--- config.mk ---
export PLATFORM = sky130hd
export DESIGN_NAME = lai_line_alarm_irq
export DESIGN_NICKNAME = d
export VERILOG_FILES = /design/src/lai_pkg.sv /design/src/lai_line_alarm_irq.sv
export VERILOG_INCLUDE_DIRS = /design/src
export SDC_FILE = /design/constraint.sdc
export NUM_CORES = 1
export LEC_CHECK = 0
export BUFFER_PORTS_ARGS = -buffer_cell sky130_fd_sc_hd__buf_2
export CAP_MARGIN = 10
export CORE_MARGIN = 2
export CORE_UTILIZATION = 40
export DETAILED_ROUTE_END_ITERATION = 7
export HOLD_SLACK_MARGIN = 0.02
export PLACE_DENSITY = 0.69
export SLEW_MARGIN = 20
export SYNTH_ARGS = -nofsm -noshare
export SYNTH_HDL_FRONTEND = slang
export SYNTH_SLANG_ARGS = --single-unit
--- constraint.sdc ---
create_clock -name clk -period 2.4 [get_ports clk]
set_input_delay 0.24 -clock clk [delete_from_list [all_inputs] [get_ports clk]]
set_output_delay 0.24 -clock clk [all_outputs]
set_load 0.02 [all_outputs]
--- src/lai_defs.svh ---
// register offsets, bit positions, codes and timing for the alarm irq block
// assumes the serial port decodes a 5-bit address and strobes one byte
`ifndef LAI_DEFS_SVH
`define LAI_DEFS_SVH
`define LAI_ADDR_ENABLE 5'h04
`define LAI_ADDR_LIVE   5'h05
`define LAI_ADDR_LATCH  5'h06
`define LAI_RESET_BYTE  8'h00
`define LAI_BIT_GIE     7
`define LAI_BIT_DRV     6
`define LAI_BIT_FIFO    5
`define LAI_BIT_LCV     4
`define LAI_BIT_LOOP    3
`define LAI_BIT_AIS     2
`define LAI_BIT_LOS     1
`define LAI_BIT_QRSS    0
`define LAI_MODE_OFF    2'h0
`define LAI_MODE_AUTO   2'h3
`define LAI_HOLD_SEC    5
`define LAI_CLK_HZ      100000000
`define LAI_HOLD_CYCLES (`LAI_HOLD_SEC * `LAI_CLK_HZ)
`endif

--- src/lai_pkg.sv ---
// types shared by the alarm irq block
// assumes lai_defs.svh supplies the numbers
package lai_pkg;
   // live detector levels, one bit per source
   typedef struct packed {
      logic driverFault;
      logic fifoMargin;
      logic codeViolation;
      logic allOnesAlarm;
      logic signalLost;
      logic patternLock;
   } lai_status_t;

   // one decoded access from the serial register port
   typedef struct packed {
      logic       wr;
      logic       rd;
      logic [4:0] addr;
      logic [7:0] wdata;
   } lai_reg_req_t;

   typedef enum logic [1:0] {
      LC_OFF,
      LC_MANUAL,
      LC_AUTO_UP,
      LC_AUTO_DOWN
   } lai_lc_state_t;
endpackage

--- src/lai_line_alarm_irq.sv ---
// alarm status, latched irq status, irq pin and loop-code detector
// assumes detector levels, pattern hits and register strobes share clk
//
// What this block does
// - global irq enable bit D7 gates every interrupt; resets to zero
// - enable bit D6 passes or masks driver fault interrupts
// - enable bit D5 passes or masks fifo margin interrupts
// - enable bit D4 passes or masks code violation interrupts
// - enable bit D3 passes or masks loop-code interrupts
// - enable bit D2 passes or masks all-ones alarm interrupts
// - enable bit D1 passes or masks signal-lost interrupts
// - enable bit D0 passes or masks pattern-lock interrupts
// - live bit D6 shows current transmit driver fault
// - live bit D5 shows fifo pointers within three bits
// - live bit D4 shows current line code violation or zero run
// - any edge of a live flag requests an interrupt when enabled
// - mode 01 or 10 is manual detection, 11 is automatic
// - manual: flag sets after loop-up or loop-down held over five seconds
// - manual: flag holds while pattern present, drops when it stops
// - manual: each flag edge requests an interrupt when enabled
// - entering automatic mode clears flag and watches loop-up only
// - automatic: loop-up over five seconds sets flag and remote loopback
// - automatic: flag stays set for as long as loopback is active
// - automatic: loop-down over five seconds ends loopback and clears flag
// - automatic: each flag change requests an interrupt when enabled
// - latched status bit sets on any live change, clears on read
// - live bit D2 shows current all-ones detection
// - live bit D1 shows current loss of receive signal
// - live bit D0 shows current pattern lock
`timescale 1ns/1ps
`include "lai_defs.svh"

module lai_line_alarm_irq #(
   parameter int unsigned HOLD_CYCLES = `LAI_HOLD_CYCLES
) (
   // clock and reset
   input  wire logic                 clk,
   input  wire logic                 nrst,
   // decoded register port
   input  wire lai_pkg::lai_reg_req_t regReq,
   output logic [7:0]                rdData_r,
   // detector levels
   input  wire lai_pkg::lai_status_t status,
   input  wire logic                 loopUpSeen,
   input  wire logic                 loopDownSeen,
   // loop-code mode field from the control register
   input  wire logic                 loopCodeModeHi,
   input  wire logic                 loopCodeModeLo,
   // outputs to pin and datapath
   output logic                      irqN_r,
   output logic                      remoteLoopback_r
);

   logic [7:0]             irqEnable_r;
   logic [7:0]             liveNow;
   logic [7:0]             live_r;
   logic [7:0]             latch_r;
   logic [7:0]             latch_nxt;
   logic                   loopCodeFlag_r;
   lai_pkg::lai_lc_state_t lcState_r;
   logic [31:0]            holdCnt_r;
   logic [1:0]             modeNow;
   logic                   inAuto;
   logic                   watched;
   logic                   lcEntry;
   logic                   holdDone;
   logic                   autoFire;
   logic                   latchRead;

   // true once the watched pattern has run past the hold time
   function automatic logic held(input logic [31:0] cnt);
      held = (cnt == HOLD_CYCLES);
   endfunction

   // register write of the enable mask
   always_ff @(posedge clk or negedge nrst) begin
      if (!nrst) begin
         irqEnable_r <= `LAI_RESET_BYTE;
      end else if (regReq.wr && regReq.addr == `LAI_ADDR_ENABLE) begin
         irqEnable_r <= regReq.wdata;
      end
   end

   // live flag byte; bit 7 reads zero
   always_comb begin
      liveNow                = `LAI_RESET_BYTE;
      liveNow[`LAI_BIT_DRV]  = status.driverFault;
      liveNow[`LAI_BIT_FIFO] = status.fifoMargin;
      liveNow[`LAI_BIT_LCV]  = status.codeViolation;
      liveNow[`LAI_BIT_LOOP] = loopCodeFlag_r;
      liveNow[`LAI_BIT_AIS]  = status.allOnesAlarm;
      liveNow[`LAI_BIT_LOS]  = status.signalLost;
      liveNow[`LAI_BIT_QRSS] = status.patternLock;
   end

   // previous live value, used to see edges
   always_ff @(posedge clk or negedge nrst) begin
      if (!nrst) begin
         live_r <= `LAI_RESET_BYTE;
      end else begin
         live_r <= liveNow;
      end
   end

   // a change landing on the read cycle survives: set wins over clear
   assign latchRead = regReq.rd && regReq.addr == `LAI_ADDR_LATCH;
   always_comb begin
      latch_nxt = latchRead ? `LAI_RESET_BYTE : latch_r;
      latch_nxt = latch_nxt | (liveNow ^ live_r);
   end

   always_ff @(posedge clk or negedge nrst) begin
      if (!nrst) begin
         latch_r <= `LAI_RESET_BYTE;
      end else begin
         latch_r <= latch_nxt;
      end
   end

   // irq pin, active low; bit 7 of the mask is the global gate
   always_ff @(posedge clk or negedge nrst) begin
      if (!nrst) begin
         irqN_r <= 1'b1;
      end else begin
         irqN_r <= !(irqEnable_r[`LAI_BIT_GIE] &&
                     |(latch_r[6:0] & irqEnable_r[6:0]));
      end
   end

   // read data is held until the next read
   always_ff @(posedge clk or negedge nrst) begin
      if (!nrst) begin
         rdData_r <= `LAI_RESET_BYTE;
      end else if (regReq.rd) begin
         case (regReq.addr)
            `LAI_ADDR_ENABLE: rdData_r <= irqEnable_r;
            `LAI_ADDR_LIVE:   rdData_r <= live_r;
            `LAI_ADDR_LATCH:  rdData_r <= latch_r;
            default:          rdData_r <= `LAI_RESET_BYTE;
         endcase
      end
   end

   // loop-code mode decode and what the detector watches
   assign modeNow = {loopCodeModeHi, loopCodeModeLo};
   assign inAuto  = (lcState_r == lai_pkg::LC_AUTO_UP) ||
                    (lcState_r == lai_pkg::LC_AUTO_DOWN);
   always_comb begin
      case (lcState_r)
         lai_pkg::LC_MANUAL:    watched = loopUpSeen || loopDownSeen;
         lai_pkg::LC_AUTO_UP:   watched = loopUpSeen;
         lai_pkg::LC_AUTO_DOWN: watched = loopDownSeen;
         default:               watched = 1'b0;
      endcase
   end
   always_comb begin
      if (modeNow == `LAI_MODE_AUTO) begin
         lcEntry = !inAuto;
      end else if (modeNow == `LAI_MODE_OFF) begin
         lcEntry = (lcState_r != lai_pkg::LC_OFF);
      end else begin
         lcEntry = (lcState_r != lai_pkg::LC_MANUAL);
      end
   end
   assign holdDone = watched && held(holdCnt_r);
   assign autoFire = inAuto && holdDone && !lcEntry;

   // persistence timer; restarts when the pattern breaks or the target changes
   always_ff @(posedge clk or negedge nrst) begin
      if (!nrst) begin
         holdCnt_r <= 32'h0;
      end else if (!watched || lcEntry || autoFire) begin
         holdCnt_r <= 32'h0;
      end else if (!held(holdCnt_r)) begin
         holdCnt_r <= holdCnt_r + 32'h1; // saturates, no wrap
      end
   end

   // loop-code state, flag and remote loopback; loopback follows the flag in automatic mode only
   always_ff @(posedge clk or negedge nrst) begin
      if (!nrst) begin
         lcState_r        <= lai_pkg::LC_OFF;
         loopCodeFlag_r   <= 1'b0;
         remoteLoopback_r <= 1'b0;
      end else if (modeNow == `LAI_MODE_OFF) begin
         lcState_r        <= lai_pkg::LC_OFF;
         loopCodeFlag_r   <= 1'b0;
         remoteLoopback_r <= 1'b0;
      end else if (modeNow != `LAI_MODE_AUTO) begin
         lcState_r        <= lai_pkg::LC_MANUAL;
         loopCodeFlag_r   <= !lcEntry && holdDone;
         remoteLoopback_r <= 1'b0;
      end else if (lcEntry) begin
         lcState_r        <= lai_pkg::LC_AUTO_UP;
         loopCodeFlag_r   <= 1'b0;
         remoteLoopback_r <= 1'b0;
      end else begin
         case (lcState_r)
            lai_pkg::LC_AUTO_UP: begin
               if (holdDone) begin
                  lcState_r        <= lai_pkg::LC_AUTO_DOWN;
                  loopCodeFlag_r   <= 1'b1;
                  remoteLoopback_r <= 1'b1;
               end
            end
            lai_pkg::LC_AUTO_DOWN: begin // flag and loopback hold until loop-down
               if (holdDone) begin
                  lcState_r        <= lai_pkg::LC_AUTO_UP;
                  loopCodeFlag_r   <= 1'b0;
                  remoteLoopback_r <= 1'b0;
               end
            end
            default: begin
               lcState_r <= lai_pkg::LC_AUTO_UP;
            end
         endcase
      end
   end
endmodule // lai_line_alarm_irq

==> results of run 1 <==
==> cells by family (layout without fill, tap and decap cells) <==
family	count (synthesis)	count (layout)	share of synthesized area [%]
multiplexers	17	17	5.37
XOR/XNOR	39	39	10.2
buffers and inverters	28	91	3.88
adder cells (fa/ha/maj)	2	2	0.746
flip-flops	67	67	50.0
AO/OA/AOI/OAI	30	30	6.68
AND/OR/NAND/NOR	144	144	23.1
==> layer usage <==
| layer | part of all wire, % | track usage [%] | vias up | routed length (um) |
|---|---|---|---|---|
| met4 | 2.4 | 6.67 | 0 | 166 |
| met1 | 46 | 20.8 | 1209 | 3180 |
| met3 | 3.8 | 3.72 | 15 | 262 |
| li1 | - | - | 1234 | - |
| met2 | 48 | 25.3 | 52 | 3290 |
| met5 | 0 | 0 | - | 0 |
==> report_power, final <==
| part | switching (mW) | internal (mW) |
|---|---|---|
| sequential | 0.0368 | 1.18 |
| clock | 0.449 | 0.694 |
| combinational | 0.146 | 0.137 |
| total | 0.632 | 2.01 |
==> how the worst max path moves through the flow <==
| stage | startpoint | end | depth (start not counted) |
|---|---|---|---|
| finish | holdCnt_r[1]$_DFFE_PN0P_ | remoteLoopback_r$_DFFE_PN0P_ | 7 |
| global route | holdCnt_r[1]$_DFFE_PN0P_ | remoteLoopback_r$_DFFE_PN0P_ | 7 |
| floorplan | holdCnt_r[0]$_DFFE_PN0P_ | holdCnt_r[10]$_DFFE_PN0P_ | 9 |
| CTS | holdCnt_r[1]$_DFFE_PN0P_ | holdCnt_r[23]$_DFFE_PN0P_ | 8 |
| detailed placement | holdCnt_r[1]$_DFFE_PN0P_ | holdCnt_r[11]$_DFFE_PN0P_ | 8 |
| global placement | holdCnt_r[1]$_DFFE_PN0P_ | holdCnt_r[17]$_DFFE_PN0P_ | 8 |
==> layout make-up <==
cell class / count / area (um^2) / share of cell area, %
Timing Repair Buffer: 61 / 465 / 11.3
Clock inverter: 6 / 115 / 2.78
Tap cell: 105 / 131 / 3.18
Inverter: 14 / 52.6 / 1.27
Multi-Input combinational cell: 232 / 1570 / 37.9
Sequential cell: 67 / 1680 / 40.6
Clock buffer: 10 / 128 / 3.09
==> layout by cell type, fill, tap and decap left out, types with 4 or more instances in the layout <==
cell,netlist,layout
nand3_1,25,25
o22ai_1,8,8
nand4_1,9,9
dlygate4sd3_1,0,5
xor2_1,25,25
inv_1,14,13
xnor2_1,14,14
mux2_2,8,8
mux2i_1,9,9
o21ai_0,4,4
nor3_1,6,5
a21oi_1,9,9
buf_4,0,14
buf_2,2,36
nor2_2,30,30
nand2_1,31,31
dfrtp_1,66,66
nor2_1,17,17
clkbuf_8,0,9
buf_12,0,4
==> through the flow <==
stage / cell area (um^2) / instances / hold slack, ps
3_3_place_gp: 3750 / 471 / 282
6_report: 4140 / 495 / 41.5
3_5_place_dp: 3750 / 471 / 290
4_1_cts: 4050 / 492 / 25.7
5_1_grt: 4140 / 495 / 27.6
2_1_floorplan: 3350 / 327 / -55.6
==> timing repair <==
action,in CTS,in global routing
pin swaps,1,2
endpoints found under the setup margin,20,32
setup buffers,0,1
hold endpoints to repair,70,0
gates cloned,0,2
resized for setup,0,5
hold buffers,5,0
==> state kept, by name, indices dropped and copies added (netlist names) <==
register / flops
rdData_r: 8
latch_r: 7
irqEnable_r: 8
remoteLoopback_r: 1
holdCnt_r: 32
lcState_r: 2
live_r: 7
irqN_r: 1
loopCodeFlag_r: 1
==> flow_metrics.tcl, run 1 <==
set metrics [dict create \
    syn_avg_cell_area_um2 10.3 \
    r2r-start "holdCnt_r[1]$_DFFE_PN0P_" \
    grt_pass1_vias 2446 \
    vias_per_cell 5.07 \
    holdPathStages 1 \
    clock-root-buffer "clkbuf_8" \
    synth.cell_area_mm2 0.00335 \
    arrival_ps 2580 \
    max_freq_mhz 427 \
    synth.top_cell.area_share_pct 49.2 \
    ys.flop_type "dfrtp_1" \
    clockBufferDepth 2 \
    powerDensity_mw_per_mm2 639 \
    clk_pin_slew_worst_paths_ps 80 \
    rsz0062_at_grt "true" \
    antenna_found_initial 0 \
    vias 2510 \
    wl_mm 6.90 \
    grt_max_degree 68 \
    clock_skew_ps 7.90 \
    cts_sinks 67 \
    preCtsSetupSlack_ps 0.466 \
    fin_ws_ps 57.1 \
    die_w_um 95.6 \
    peakVddDrop_v 0.000344 \
    r2r_setup_slack_ps 60 \
    seq_area_frac_synth_pct 50.0 \
    rows 33 \
    io_buffers 36 \
    yosysMostFrequentCell "dfrtp_1" \
    cts_max_level 3 \
    num_io_pins 37 \
    worst-path-max-fanout 4 \
    critPathLaunchType "flop" \
    gp_congestion 0.765 \
    crit_required_ps 2630 \
    synth_area_leaders "dfrtp_1 49%, xor2_1 6.5%, nor2_2 5.6%, nand3_1 3.7%, xnor2_1 3.7%" \
    synth_cell_types 43 \
    drt.antenna.violating_nets 0 \
    cp-end-kind "flop" \
    dp.final_hpwl_mm 4.69 \
    diodes 0 \
    finalHoldViolations 0 \
    grt_first_pass_wirelength_mm 11.3 \
    async_reset_ff_share_pct 100 \
    min_period_over_period_pct 97.6 \
    drcViolationCount 0 \
    synth_largest_area_cell "dfrtp_1" \
    synth_edf_count 0 \
    ys_seq_elements 67 \
    cpPeakStageDelay_ps 510 \
    clock_latency_ps 350 \
    drive_gt1_share_pct 30.8 \
    wl_per_cell_um 13.9 \
    n_fill_cell 723 \
    min_to "live_r[6]$_DFF_PN0_" \
    worstMarginPinSlew_ps 439 \
    start_util_pct 41.0 \
    r2r_cells 7 \
    critPathSlowestCell "or4_4" \
    track_usage_pct 15.9 \
    post-route-min-period_ps 2340 \
    status "complete, no violations" \
    final_max_slew_viol_count 0 \
    final_nets 414 \
    min_path_type "in -> reg" \
    p_total_mw 2.64 \
    finalSetupViolations 0 \
    netlist_top_cells_count "66 x dfrtp_1, 31 x nand2_1, 30 x nor2_2" \
    numCtsBuffers 9 \
    overflow 0 \
    syn_nets 356 \
    r2r-end "remoteLoopback_r$_DFFE_PN0P_" \
    drt-pass1-iter-count 4 \
    core_mm2 0.00818 \
    die_h_um 95.6 \
    dieArea_mm2 0.00913 \
    final_util_pct 50.6 \
    maxCapViolCount 0 \
    worstHoldStart "status[5]" \
    cp_num_buf_inv 1 \
    slew_headroom_pct 70.8 \
    cts_tree "yes" \
    drtIter0Drc 86 \
    yosys_warnings 0 \
    power.static_leakage_nw 1.78 \
    syn_to_final_growth_pct 23.3 \
    syn_inst 327 \
    worstPathCellList "inv_2 -> ha_1 -> or4b_4 -> or4_4 -> a2111oi_4 -> mux2i_1 -> nor3b_2" \
    critical-path-top-delay-family "simple AND/OR/NAND/NOR gates" \
    worstSetupPathType "reg -> reg" \
    tns_ps 0 \
]
Note: power is estimated with default switching activity, not from simulation.
==> run 2, diff against run 1 <==
--- a/config.mk
+++ b/config.mk
@@ -12,7 +12,6 @@
 export CORE_UTILIZATION = 40
 export DETAILED_ROUTE_END_ITERATION = 7
 export HOLD_SLACK_MARGIN = 0.02
-export PLACE_DENSITY = 0.69
 export SLEW_MARGIN = 20
 export SYNTH_ARGS = -nofsm -noshare
 export SYNTH_HDL_FRONTEND = slang
==> flow_metrics.tcl, run 2 (synthesized netlist as in run 1, its figures left out) <==
set metrics [dict create \
    placedCellCount 475 \
    peakVddDrop_v 0.000302 \
    whs_ps 43.1 \
    vias 2468 \
    cpPeakStageDelay_ps 500 \
    clock_latency_ps 350 \
    vias_per_cell 4.92 \
    diodes 0 \
    crit_required_ps 2640 \
    worst-path-max-fanout 6 \
    drcViolationCount 0 \
    overflow 0 \
    drt.antenna.violating_nets 0 \
    slew_headroom_pct 59.4 \
    wl_mm 7.09 \
    numCtsBuffers 9 \
    min_path_type "in -> reg" \
    final_max_slew_viol_count 0 \
    preCtsSetupSlack_ps 12.9 \
    p_total_mw 2.58 \
    final_common_cell "dfrtp_1" \
    critPathSlowestCell "or4b_4" \
    finalSetupViolations 0 \
    reg.largest.list "holdCnt_r (32), irqEnable_r (8), rdData_r (8)" \
    cts_sinks 67 \
    clock_skew_ps 13.1 \
    worstMarginPinSlew_ps 608 \
    drtIter0Drc 79 \
    powerDensity_mw_per_mm2 619 \
    drive_gt1_share_pct 32.0 \
    worstPathCellList "inv_2 -> ha_1 -> or4b_4 -> nor3_2 -> or4b_4 -> o221ai_4 -> buf_12 -> clkbuf_16 -> nor2_2" \
    power.static_leakage_nw 1.81 \
    cts_tree "yes" \
    max_freq_mhz 435 \
    instances_no_fill 502 \
    antenna_found_initial 0 \
    dp.final_hpwl_mm 4.88 \
    post-route-min-period_ps 2300 \
    maxCapViolCount 0 \
    largest_reg_flops 32 \
    grt_max_degree 44 \
    min_period_over_period_pct 95.9 \
    critPathLaunchType "flop" \
    drt-pass1-iter-count 4 \
    arrival_ps 2540 \
    status "complete, no violations" \
    worst_path_most_repeated_cell "or4b_4" \
    rows 33 \
    syn_to_final_growth_pct 24.2 \
    grt_pass1_vias 2479 \
    grt_first_pass_wirelength_mm 11.5 \
    dieArea_mm2 0.00913 \
    rsz0062_at_grt "true" \
    core_mm2 0.00818 \
    cts_max_level 3 \
    start_util_pct 41.0 \
    clk_pin_slew_worst_paths_ps 80 \
    final_nets 421 \
    wl_per_cell_um 14.1 \
    num_io_pins 37 \
    worstSetupPathType "reg -> reg" \
    die_w_um 95.6 \
    finalHoldViolations 0 \
    track_usage_pct 16.6 \
    clock-root-buffer "clkbuf_8" \
    io_buffers 36 \
    cp-end-kind "flop" \
    clockBufferDepth 2 \
    gp_congestion 0.781 \
    regMostFlops "holdCnt_r" \
    die_h_um 95.6 \
    fin_ws_ps 98.7 \
    final_cell_mix "66 x dfrtp_1, 36 x buf_2, 31 x nand2_1" \
]
==> run 2: cell types whose count changed in the layout (fill, tap and decap cells not counted), sizes merged <==
cell	before	now
dlygate4sd3	5	6
buf	54	60
clkinv	2	1
bufinv	3	2
inv	14	17
clkbuf	12	11
==> run 2: worst paths after layout <==
| kind | from | endpoint | slack (ps) | cells after the start |
|---|---|---|---|---|
| min in group asynchronous | nrst | irqEnable_r[7]$_DFFE_PN0P_ | 440 | 2 |
| max in group asynchronous | nrst | irqEnable_r[1]$_DFFE_PN0P_ | 1310 | 3 |
| min | status[3] | live_r[4]$_DFF_PN0_ | 40 | 1 |
| max | holdCnt_r[1]$_DFFE_PN0P_ | holdCnt_r[8]$_DFFE_PN0P_ | 100 | 9 |
| max reg2reg | holdCnt_r[1]$_DFFE_PN0P_ | holdCnt_r[8]$_DFFE_PN0P_ | 100 | 9 |
| min reg2reg | irqEnable_r[7]$_DFFE_PN0P_ | irqN_r$_DFF_PN1_ | 430 | 1 |
==> run 2: layer usage <==
| metal | vias up | part of all wire, % | track usage, % |
|---|---|---|---|
| met5 | - | 0 | 0 |
| met4 | 0 | 1.1 | 4.29 |
| met3 | 7 | 4.1 | 5.45 |
| met2 | 42 | 48 | 28.7 |
| met1 | 1177 | 47 | 19.9 |
| li1 | 1242 | - | - |
==> run 2: where the power goes <==
| part | internal, mW | switching, mW | leakage [nW] |
|---|---|---|---|
| clock network | 0.594 | 0.483 | 0.111 |
| registers | 1.18 | 0.0368 | 0.871 |
| logic | 0.142 | 0.146 | 0.823 |
| total | 1.92 | 0.666 | 1.81 |
==> run 2: critical path: cells and delay by family, from the launching register on <==
kind | cells | cell delay (ps)
flops | 1 | 390
simple gates | 4 | 1120
compound gates | 1 | 180
buf+inv | 3 | 380
fa+ha+maj | 1 | 120
==> run 2: area by class of cell <==
class | instances | area [um^2]
Clock buffer | 9 | 124
Sequential cell | 67 | 1680
Inverter | 14 | 52.6
Fill cell | 778 | 4010
Tap cell | 105 | 131
Timing Repair Buffer | 68 | 524
Multi-Input combinational cell | 232 | 1560
Clock inverter | 7 | 98.8
==> run 2: stage by stage <==
step | area, um^2 | setup TNS [ps] | util [%]
finish | 4170 | 0 | 51.0
global route | 4170 | -13.4 | 51.0
CTS | 4040 | -0.882 | 49.5
detailed placement | 3770 | 0 | 46.1
global placement | 3770 | 0 | 46.1
floorplan | 3350 | 0 | -
==> run 2: repair_timing <==
item | 4_1_cts | 5_1_grt
endpoints found under the hold margin | 27 | 1
gates resized for setup | 0 | 8
hold buffers | 5 | 1
setup endpoints to repair | 1 | 34
buffers inserted | 0 | 2
pin swaps | 0 | 2
cloned | 0 | 3
